$ cat src/design/scpd_pkg.sv
package scpd_pkg;
    localparam int CMD_BIT = 7;
    localparam logic [7:0] ADDR_CMD = 8'hAA;
    localparam logic [6:0] NODE_DEFAULT = 7'h0E;
    localparam logic [7:0] CRC_POLY = 8'h91;
    localparam logic CRC_EN_DEFAULT = 1'b0;
    localparam logic [6:0] RD_LEN_MIN = 7'h01;
    localparam logic [6:0] RD_LEN_MAX = 7'h0F;
    localparam logic [2:0] NEED_QUICK = 3'h0;
    localparam logic [2:0] NEED_W7 = 3'h1;
    localparam logic [2:0] NEED_W32 = 3'h5;
    localparam logic [2:0] NEED_READ = 3'h2;
    localparam int BODY_MAX = 9;
    localparam int BUF_DEPTH = 2;

    typedef enum logic [1:0] {FMT_QUICK, FMT_W7, FMT_W32, FMT_READ} scpd_fmt_type;

    // Command groups by high nibble: 8x quick, 9x 7-bit write, Ax block read, Bx..Fx 32-bit write
    function automatic scpd_fmt_type scpd_fmt_of(input logic [7:0] cmd);
        if (cmd[6:4] == 3'h0) begin
            return FMT_QUICK;
        end else if (cmd[6:4] == 3'h1) begin
            return FMT_W7;
        end else if (cmd[6:4] == 3'h2) begin
            return FMT_READ;
        end else begin
            return FMT_W32;
        end
    endfunction

    function automatic logic [2:0] scpd_need(input scpd_fmt_type fmt);
        case (fmt)
            FMT_W7: return NEED_W7;
            FMT_W32: return NEED_W32;
            FMT_READ: return NEED_READ;
            default: return NEED_QUICK;
        endcase
    endfunction

    // One byte, least significant bit first
    function automatic logic [6:0] scpd_crc_step(input logic [6:0] crc, input logic [7:0] b);
        logic [7:0] r;
        r = {1'b0, crc} ^ b;
        for (int i = 0; i < 8; i++) begin
            r = r[0] ? ((r ^ CRC_POLY) >> 1) : (r >> 1);
        end
        return r[6:0];
    endfunction
endpackage

$ cat src/design/scpd_link_if.sv
`timescale 1ns/10ps
`default_nettype none
interface scpd_link_if;
    logic cmd_valid;
    logic cmd_ready;
    logic [7:0] cmd_byte;
    logic rsp_valid;
    logic rsp_ready;
    logic [7:0] rsp_byte;

    modport host (
        output cmd_valid,
        input cmd_ready,
        output cmd_byte,
        input rsp_valid,
        output rsp_ready,
        input rsp_byte
    );

    modport dev (
        input cmd_valid,
        output cmd_ready,
        input cmd_byte,
        output rsp_valid,
        input rsp_ready,
        output rsp_byte
    );
endinterface
`default_nettype wire

$ cat src/design/scpd_device.sv
`timescale 1ns/10ps
`default_nettype none
module scpd_device #(
    parameter logic [6:0] NODE_DEFAULT = scpd_pkg::NODE_DEFAULT,
    parameter int BUF_DEPTH = scpd_pkg::BUF_DEPTH
) (
    input wire logic clk,
    input wire logic rst,
    scpd_link_if.dev link,
    input wire logic node_wr,
    input wire logic [6:0] node_din,
    input wire logic crc_en_wr,
    input wire logic crc_en_din,
    output logic [6:0] node_num,
    output logic crc_en,
    output logic exec_valid,
    output logic [7:0] exec_cmd,
    output scpd_pkg::scpd_fmt_type exec_fmt,
    output logic [31:0] exec_value,
    output logic [6:0] exec_offset,
    output logic [6:0] exec_len,
    output logic crc_error,
    output logic [7:0] src_addr,
    input wire logic src_valid,
    input wire logic [7:0] src_data,
    output logic src_ready,
    output logic tx_busy
);
    typedef enum logic [2:0] {ST_IDLE, ST_NODE, ST_ACMD, ST_DATA, ST_CRC} scpd_state_type;

    scpd_state_type state_ff;
    logic [6:0] node_ff;
    logic crc_en_ff;
    logic addr_ff;
    logic match_ff;
    logic [7:0] cmd_ff;
    scpd_pkg::scpd_fmt_type fmt_ff;
    logic [2:0] need_ff;
    logic [2:0] cnt_ff;
    logic [6:0] crc_ff;
    logic [6:0] data_ff [5];
    logic fire_ff;
    logic [6:0] left_ff;

    logic take;
    logic [7:0] rx;
    logic is_cmd;
    scpd_pkg::scpd_fmt_type fmt_now;
    logic [2:0] need_now;
    logic [2:0] cnt_inc;
    logic body_end;
    logic crc_chk;
    logic crc_ok;
    logic for_us;
    logic fire;
    logic crc_bad;
    logic buf_in_ready;
    logic src_take;

    // Bytes are consumed every cycle; back-pressure lives only on the reply path
    assign link.cmd_ready = 1'b1;
    assign take = link.cmd_valid;
    assign rx = link.cmd_byte;
    assign is_cmd = rx[scpd_pkg::CMD_BIT];
    // After the node byte the command arrives with its top bit cleared
    assign fmt_now = scpd_pkg::scpd_fmt_of({1'b1, rx[6:0]});
    assign need_now = scpd_pkg::scpd_need(fmt_now);
    assign cnt_inc = cnt_ff + 3'h1;
    assign node_num = node_ff;
    assign crc_en = crc_en_ff;

    // Body complete with the byte now taken
    always_comb begin
        body_end = 1'b0;
        if (take) begin
            if (is_cmd) begin
                body_end = (rx != scpd_pkg::ADDR_CMD) && (need_now == scpd_pkg::NEED_QUICK);
            end else if (state_ff == ST_ACMD) begin
                body_end = need_now == scpd_pkg::NEED_QUICK;
            end else if (state_ff == ST_DATA) begin
                body_end = cnt_inc == need_ff;
            end
        end
    end

    assign crc_chk = take && !is_cmd && (state_ff == ST_CRC);
    assign crc_ok = rx[6:0] == crc_ff;
    // A fresh command byte other than the prefix starts a compact packet, so it is ours
    assign for_us = is_cmd || !addr_ff || match_ff;
    assign fire = for_us && ((body_end && !crc_en_ff) || (crc_chk && crc_ok));
    assign crc_bad = for_us && crc_chk && !crc_ok;

    always_ff @(posedge clk) begin
        if (rst) begin
            node_ff <= NODE_DEFAULT;
            crc_en_ff <= scpd_pkg::CRC_EN_DEFAULT;
        end else begin
            if (node_wr) begin
                node_ff <= node_din;
            end
            if (crc_en_wr) begin
                crc_en_ff <= crc_en_din;
            end
        end
    end

    always_ff @(posedge clk) begin
        if (rst) begin
            state_ff <= ST_IDLE;
            addr_ff <= 1'b0;
            match_ff <= 1'b0;
            cmd_ff <= 8'h00;
            fmt_ff <= scpd_pkg::FMT_QUICK;
            need_ff <= 3'h0;
            cnt_ff <= 3'h0;
            crc_ff <= 7'h00;
        end else if (take) begin
            // Checksum runs over every byte of the packet, prefix included
            crc_ff <= scpd_pkg::scpd_crc_step(is_cmd ? 7'h00 : crc_ff, rx);
            if (is_cmd) begin
                // Any command byte drops a half-received packet
                addr_ff <= rx == scpd_pkg::ADDR_CMD;
                match_ff <= 1'b0;
                cmd_ff <= rx;
                fmt_ff <= fmt_now;
                need_ff <= need_now;
                cnt_ff <= 3'h0;
                if (rx == scpd_pkg::ADDR_CMD) begin
                    state_ff <= ST_NODE;
                end else if (need_now == scpd_pkg::NEED_QUICK) begin
                    state_ff <= crc_en_ff ? ST_CRC : ST_IDLE;
                end else begin
                    state_ff <= ST_DATA;
                end
            end else begin
                case (state_ff)
                    ST_NODE: begin
                        match_ff <= rx[6:0] == node_ff;
                        state_ff <= ST_ACMD;
                    end
                    ST_ACMD: begin
                        cmd_ff <= {1'b1, rx[6:0]};
                        fmt_ff <= fmt_now;
                        need_ff <= need_now;
                        cnt_ff <= 3'h0;
                        if (need_now == scpd_pkg::NEED_QUICK) begin
                            state_ff <= crc_en_ff ? ST_CRC : ST_IDLE;
                        end else begin
                            state_ff <= ST_DATA;
                        end
                    end
                    ST_DATA: begin
                        cnt_ff <= cnt_inc;
                        if (cnt_inc == need_ff) begin
                            state_ff <= crc_en_ff ? ST_CRC : ST_IDLE;
                        end
                    end
                    ST_CRC: begin
                        state_ff <= ST_IDLE;
                    end
                    default: begin
                        // Stray data byte outside a packet is dropped
                        state_ff <= ST_IDLE;
                    end
                endcase
            end
        end
    end

    always_ff @(posedge clk) begin
        if (take && !is_cmd && (state_ff == ST_DATA)) begin
            data_ff[cnt_ff] <= rx[6:0];
        end
    end

    // One cycle of slack lets the last data byte land before assembly;
    // a following packet cannot write data before that cycle ends
    always_ff @(posedge clk) begin
        if (rst) begin
            fire_ff <= 1'b0;
            crc_error <= 1'b0;
            exec_valid <= 1'b0;
            exec_cmd <= 8'h00;
            exec_fmt <= scpd_pkg::FMT_QUICK;
            exec_value <= 32'h0000_0000;
            exec_offset <= 7'h00;
            exec_len <= 7'h00;
        end else begin
            fire_ff <= fire;
            crc_error <= crc_bad;
            exec_valid <= fire_ff;
            if (fire_ff) begin
                exec_cmd <= cmd_ff;
                exec_fmt <= fmt_ff;
                exec_offset <= 7'h00;
                exec_len <= 7'h00;
                case (fmt_ff)
                    scpd_pkg::FMT_W7: begin
                        exec_value <= {25'h0, data_ff[0]};
                    end
                    scpd_pkg::FMT_W32: begin
                        exec_value <= {data_ff[0][3], data_ff[4], data_ff[0][2], data_ff[3],
                                       data_ff[0][1], data_ff[2], data_ff[0][0], data_ff[1]};
                    end
                    scpd_pkg::FMT_READ: begin
                        exec_value <= 32'h0000_0000;
                        exec_offset <= data_ff[0];
                        exec_len <= data_ff[1];
                    end
                    default: begin
                        exec_value <= 32'h0000_0000;
                    end
                endcase
            end
        end
    end

    // Reply: fetch bytes at rising addresses so stored values leave low byte first;
    // no trailer is ever added, whatever the checksum setting
    assign src_ready = (left_ff != 7'h00) && buf_in_ready;
    assign src_take = src_valid && src_ready;
    assign tx_busy = (left_ff != 7'h00) || link.rsp_valid;

    always_ff @(posedge clk) begin
        if (rst) begin
            left_ff <= 7'h00;
            src_addr <= 8'h00;
        end else if (fire_ff && (fmt_ff == scpd_pkg::FMT_READ)) begin
            left_ff <= data_ff[1];
            src_addr <= {1'b0, data_ff[0]};
        end else if (src_take) begin
            left_ff <= left_ff - 7'h01;
            src_addr <= src_addr + 8'h01;
        end
    end

    scpd_buf2 #(
        .WIDTH(8),
        .DEPTH(BUF_DEPTH)
    ) u_rsp_buf (
        .clk(clk),
        .rst(rst),
        .in_valid(src_take),
        .in_ready(buf_in_ready),
        .in_data(src_data),
        .out_valid(link.rsp_valid),
        .out_ready(link.rsp_ready),
        .out_data(link.rsp_byte)
    );
endmodule
`default_nettype wire

$ cat src/design/scpd_buf2.sv
`timescale 1ns/10ps
`default_nettype none
module scpd_buf2 #(
    parameter int WIDTH = 8,
    parameter int DEPTH = 2
) (
    input wire logic clk,
    input wire logic rst,
    input wire logic in_valid,
    output logic in_ready,
    input wire logic [WIDTH-1:0] in_data,
    output logic out_valid,
    input wire logic out_ready,
    output logic [WIDTH-1:0] out_data
);
    localparam int AW = (DEPTH > 1) ? $clog2(DEPTH) : 1;
    localparam logic [AW-1:0] LAST = AW'(DEPTH - 1);
    localparam logic [AW:0] FULL = (AW + 1)'(DEPTH);

    logic [WIDTH-1:0] mem_ff [DEPTH];
    logic [AW-1:0] wr_ff;
    logic [AW-1:0] rd_ff;
    logic [AW:0] cnt_ff;
    logic push;
    logic pop;

    assign in_ready = cnt_ff != FULL;
    assign out_valid = cnt_ff != '0;
    assign out_data = mem_ff[rd_ff];
    assign push = in_valid && in_ready;
    assign pop = out_valid && out_ready;

    always_ff @(posedge clk) begin
        if (push) begin
            mem_ff[wr_ff] <= in_data;
        end
    end

    always_ff @(posedge clk) begin
        if (rst) begin
            wr_ff <= '0;
            rd_ff <= '0;
            cnt_ff <= '0;
        end else begin
            if (push) begin
                wr_ff <= (wr_ff == LAST) ? '0 : wr_ff + 1'b1;
            end
            if (pop) begin
                rd_ff <= (rd_ff == LAST) ? '0 : rd_ff + 1'b1;
            end
            if (push && !pop) begin
                cnt_ff <= cnt_ff + 1'b1;
            end else if (pop && !push) begin
                cnt_ff <= cnt_ff - 1'b1;
            end
        end
    end
endmodule
`default_nettype wire

$ cat src/flat_wrapper.sv
// flat-port wrapper written by rule: the top's interface ports become plain ports
module scpd_device_flat 
#(
    parameter logic [6:0] NODE_DEFAULT = scpd_pkg::NODE_DEFAULT,
    parameter int BUF_DEPTH = scpd_pkg::BUF_DEPTH
)
  (clk, rst, node_wr, node_din, crc_en_wr, crc_en_din, node_num, crc_en, exec_valid, exec_cmd, exec_fmt, exec_value, exec_offset, exec_len, crc_error, src_addr, src_valid, src_data, src_ready, tx_busy, link_cmd_valid, link_cmd_ready, link_cmd_byte, link_rsp_valid, link_rsp_ready, link_rsp_byte);
  scpd_link_if link_i ();
  input wire logic clk;
  input wire logic rst;
  input wire logic node_wr;
  input wire logic [6:0] node_din;
  input wire logic crc_en_wr;
  input wire logic crc_en_din;
  output logic [6:0] node_num;
  output logic crc_en;
  output logic exec_valid;
  output logic [7:0] exec_cmd;
  output scpd_pkg::scpd_fmt_type exec_fmt;
  output logic [31:0] exec_value;
  output logic [6:0] exec_offset;
  output logic [6:0] exec_len;
  output logic crc_error;
  output logic [7:0] src_addr;
  input wire logic src_valid;
  input wire logic [7:0] src_data;
  output logic src_ready;
  output logic tx_busy;
  input wire logic [$bits(link_i.cmd_valid)-1:0] link_cmd_valid;
  output wire logic [$bits(link_i.cmd_ready)-1:0] link_cmd_ready;
  input wire logic [$bits(link_i.cmd_byte)-1:0] link_cmd_byte;
  output wire logic [$bits(link_i.rsp_valid)-1:0] link_rsp_valid;
  input wire logic [$bits(link_i.rsp_ready)-1:0] link_rsp_ready;
  output wire logic [$bits(link_i.rsp_byte)-1:0] link_rsp_byte;
  assign link_i.cmd_valid = link_cmd_valid;
  assign link_cmd_ready = link_i.cmd_ready;
  assign link_i.cmd_byte = link_cmd_byte;
  assign link_rsp_valid = link_i.rsp_valid;
  assign link_i.rsp_ready = link_rsp_ready;
  assign link_rsp_byte = link_i.rsp_byte;
  scpd_device #(.NODE_DEFAULT(NODE_DEFAULT), .BUF_DEPTH(BUF_DEPTH)) u_core (.clk(clk), .rst(rst), .link(link_i), .node_wr(node_wr), .node_din(node_din), .crc_en_wr(crc_en_wr), .crc_en_din(crc_en_din), .node_num(node_num), .crc_en(crc_en), .exec_valid(exec_valid), .exec_cmd(exec_cmd), .exec_fmt(exec_fmt), .exec_value(exec_value), .exec_offset(exec_offset), .exec_len(exec_len), .crc_error(crc_error), .src_addr(src_addr), .src_valid(src_valid), .src_data(src_data), .src_ready(src_ready), .tx_busy(tx_busy));
endmodule
$ cat config.mk
export PLATFORM = sky130hd
export DESIGN_NAME = scpd_device_flat
export DESIGN_NICKNAME = d
export VERILOG_FILES = /design/src/design/scpd_pkg.sv /design/src/design/scpd_link_if.sv /design/src/design/scpd_device.sv /design/src/design/scpd_buf2.sv /design/src/flat_wrapper.sv
export SDC_FILE = /design/constraint.sdc
export NUM_CORES = 1
export LEC_CHECK = 0
export BUFFER_PORTS_ARGS = -buffer_cell sky130_fd_sc_hd__buf_2
export CORE_ASPECT_RATIO = 2
export CORE_MARGIN = 1.5
export CORE_UTILIZATION = 50
export DETAILED_ROUTE_END_ITERATION = 10
export PLACE_DENSITY = 0.7
export SLEW_MARGIN = 20
export SYNTH_ARGS = -nofsm -noshare
export SYNTH_HDL_FRONTEND = slang
export SYNTH_SLANG_ARGS = --single-unit
$ cat constraint.sdc
create_clock -name clk -period 3.8 [get_ports clk]
set_clock_uncertainty 0.2 [all_clocks]
set_input_delay 0.76 -clock clk [delete_from_list [all_inputs] [get_ports clk]]
set_output_delay 0.76 -clock clk [all_outputs]
set_load 0.03 [all_outputs]
==> results.py <==
metrics = {
    "run_status": {
        "outcome": "finished, final reports clean",
    },
    "clock_network": {
        "numCtsBuffers": 17,
        "cts_tree": "done",
        "insertion_delay_ps": 420,
        "cts.path.max_buffers": 2,
        "clock-sinks": 166,
        "root_buffer": "clkbuf_16",
        "post_cts_buffers": 0,
        "postCtsHoldBufs": 0,
        "clkTransAtPathRegs_ps": 60,
        "htree_levels": 4,
        "ctsResizeCount": 0,
    },
    "cells_and_area": {
        "final_layout_size_suffix_gt1_share_pct": 22.24,
        "stdcell_count": 933,
        "diodes": 0,
        "area_growth_pct": 17.94,
        "nNetsFinal": 804,
    },
    "die": {
        "chipWidth_um": 85.85,
        "rows": 60,
        "fp.dieH_um": 168.7,
        "die-area_um2": 14480,
        "start_util_pct": 51.08,
        "io_pins": 117,
        "core-area_um2": 13440,
    },
    "logic_synthesis": {
        "synth_top_family_by_area": "simple AND/OR/NAND/NOR gates",
        "avgSynthCellArea_um2": 10.24,
        "synth_area_um2": 6864,
        "yosysMostFrequentCell": "dfxtp_1",
        "yosys_warnings": 0,
        "synth.distinct_cells": 57,
        "yosys.area.top_type": "dfxtp_1",
        "syn_nets": 709,
        "synth_edf_count": 51,
        "synth.area.mux_share_pct": 3.937,
        "synth_commonest_cells": "dfxtp_1, nor2_1, a21oi_1",
        "ys_seq_area_share_pct": 55.85,
        "synth_xor_area_share_pct": 6.088,
        "synth_seq_cells": 166,
        "ys.flop_type": "dfxtp_1",
        "synth_compound_area_share_pct": 10.99,
        "postSynth.asyncResetShare_pct": 0,
        "synth_cells": 670,
        "ys_top_cells_by_area": "dfxtp_1, edfxtp_1, nor2_1",
        "synth-simple-area-share_pct": 18.54,
        "synth_adder_area_share_pct": 1.458,
        "yosysTopAreaCellShare_pct": 33.54,
    },
    "timing": {
        "rsz0062_at_grt": "no",
        "slew_viol_final": 0,
        "worst_pin_slew_ps": 938.5,
        "fin_crit_ps": 2980,
        "setup_viol": 0,
        "setup_tns_ps": 0,
        "fin_crit_sh_pct": 78.43,
        "fmax_mhz": 335.5,
        "finalHoldViolCount": 0,
        "max-slew-margin-rel_pct": 37.31,
        "holdWs_ps": 261.8,
    },
    "setup_path": {
        "slowest_stage": "or4_4",
        "end_kind": "output port",
        "critPathMaxStageDelay_ps": 590,
        "rr_endpoint": "u_core.u_rsp_buf.cnt_ff[1]",
        "worst_path_dominant_cell_family": "simple AND/OR/NAND/NOR gates",
        "path_cells": "or4_4 > or3_2 > buf_2",
        "rr_startpoint": "u_core.left_ff[2]",
        "critPathBufInv": 1,
        "critPathLaunchType": "flop",
        "ff2ff_path_depth": 6,
        "critical_path_depth": 3,
        "r2r_slack_ps": 1020,
        "cp_max_fo": 5,
        "cp.required_ps": 2840,
        "criticalPathCategory": "flop to output port",
        "arrival_ps": 2020,
    },
    "grt": {
        "grt_pass1_vias": 5176,
        "grt_max_degree": 69,
        "grt_pass1_wl_um": 25570,
        "gr-total-overflow": 0,
        "antenna_found_initial": 0,
        "grt_usage_pct": 22.96,
    },
    "pwr": {
        "powerDensity_nw_per_um2": 573.2,
        "p_leak_uw": 0.003223,
        "ir_drop_uv": 346.4,
        "power_uw": 4640,
    },
    "route": {
        "postRouteAntennaNets": 0,
        "routed_wl_um": 16200,
        "drtIter0Drc": 209,
        "drc": 0,
        "via_per_inst": 5.483,
        "firstDrtPassIters": 4,
        "route.detailed.wl_per_inst_um": 17.36,
        "vias": 5116,
    },
    "place": {
        "gp_congestion": 0.8233,
        "dp.cells": 901,
        "dp_hpwl_um": 11490,
        "portBuffers": 115,
    },
    "worst_hold_path": {
        "min_path_type": "flop to flop",
        "holdPathStages": 2,
        "min-delay-start": "u_core.cmd_ff[5]",
        "min_to": "u_core.cmd_ff[5]",
    },
    "run": {
        "max_cap_viol_count": 0,
    },
}
cell type report:
class	instances	area [µm²]
fillers	1162	5343
inverters	8	30.03
repair buffers	119	608.1
clock inverters	8	83.83
multi-input cells	453	2819
flip-flops and latches	166	3835
clock buffers	24	525.5
well taps	155	193.9
cells in the final DEF, fill, tap and decap left out, types with 4 or more instances in the layout:
| master | synthesis | routed |
|---|---|---|
| a211oi_1 | 16 | 16 |
| a21oi_1 | 67 | 67 |
| a22o_1 | 7 | 7 |
| buf_2 | 4 | 114 |
| buf_4 | 1 | 5 |
| clkbuf_16 | 0 | 20 |
| dfxtp_1 | 115 | 114 |
| edfxtp_1 | 51 | 51 |
| ha_1 | 8 | 8 |
| inv_1 | 7 | 7 |
| mux2_2 | 8 | 8 |
| mux2i_1 | 18 | 18 |
| nand2_1 | 34 | 34 |
| nand2b_1 | 27 | 27 |
| nand3_1 | 20 | 20 |
| nor2_1 | 90 | 90 |
| nor2b_1 | 45 | 45 |
| nor3_1 | 9 | 9 |
| o21ai_0 | 9 | 9 |
| or3_2 | 4 | 4 |
| xnor2_1 | 31 | 31 |
| xor2_1 | 14 | 14 |
worst min-delay path, cell delays in order, from the launching register on:
cell,delay [ps]
dfxtp_1,310
nand2_1,50
a21oi_1,50
registers in the layout, indices dropped and copies added, names as in the netlist, 2 cells and up, named ones only:
register	count
u_core.src_addr	8
u_core.exec_cmd	8
u_core.u_rsp_buf.mem_ff	16
u_core.fmt_ff	2
u_core.state_ff	3
u_core.exec_value	32
u_core.left_ff	7
u_core.exec_len	7
u_core.u_rsp_buf.cnt_ff	2
u_core.need_ff	3
u_core.exec_offset	7
u_core.node_num	7
u_core.crc_ff	7
u_core.exec_fmt	2
u_core.cnt_ff	3
u_core.data_ff	35
u_core.cmd_ff	8
how the worst max path moves through the flow:
stage / start / end / slack [ps]
6_report: u_core.left_ff[2] / tx_busy / 820
5_1_grt: u_core.left_ff[2] / tx_busy / 780
4_1_cts: u_core.left_ff[2] / tx_busy / 810
3_5_place_dp: link_cmd_byte[7] / u_core.data_ff[0][5] / 1020
3_3_place_gp: link_cmd_byte[7] / u_core.data_ff[0][1] / 1150
2_1_floorplan: link_cmd_byte[7] / u_core.data_ff[4][0] / 1280
stage by stage:
stage          instance area [µm²]  util, %  setup WS [ps]
6_report                      8095    60.24          819.8
2_1_floorplan                 6864        -           1284
4_1_cts                       8095    60.24          813.6
3_5_place_dp                  7486    55.71           1020
3_3_place_gp                  7486    55.71           1148
5_1_grt                       8095    60.24          778.7
routing by layer:
layer  track usage, %  share of wire (%)
met1            21.67                 35
met2            46.05                 58
met3            3.608                3.2
met4            10.80                2.9
met5                0                  0
cells by family (layout without fill, tap and decap cells):
| group | after synthesis | after routing |
|---|---|---|
| other | 1 | 1 |
| AOI/OAI and AO/OA | 119 | 119 |
| buffers and inverters | 51 | 159 |
| xor gates and xnor gates | 46 | 46 |
| muxes | 26 | 26 |
| and+or+nand+nor | 253 | 253 |
| adders and majority gates | 8 | 8 |
| DFF | 166 | 166 |
power by group:
group	internal (µW)	total, µW	switching [µW]
sequential	1960	2050	91.9
clock	1040	1720	680
combinational	332	869	537
total	3330	4640	1310
Note: power is estimated with default switching activity, not from simulation.
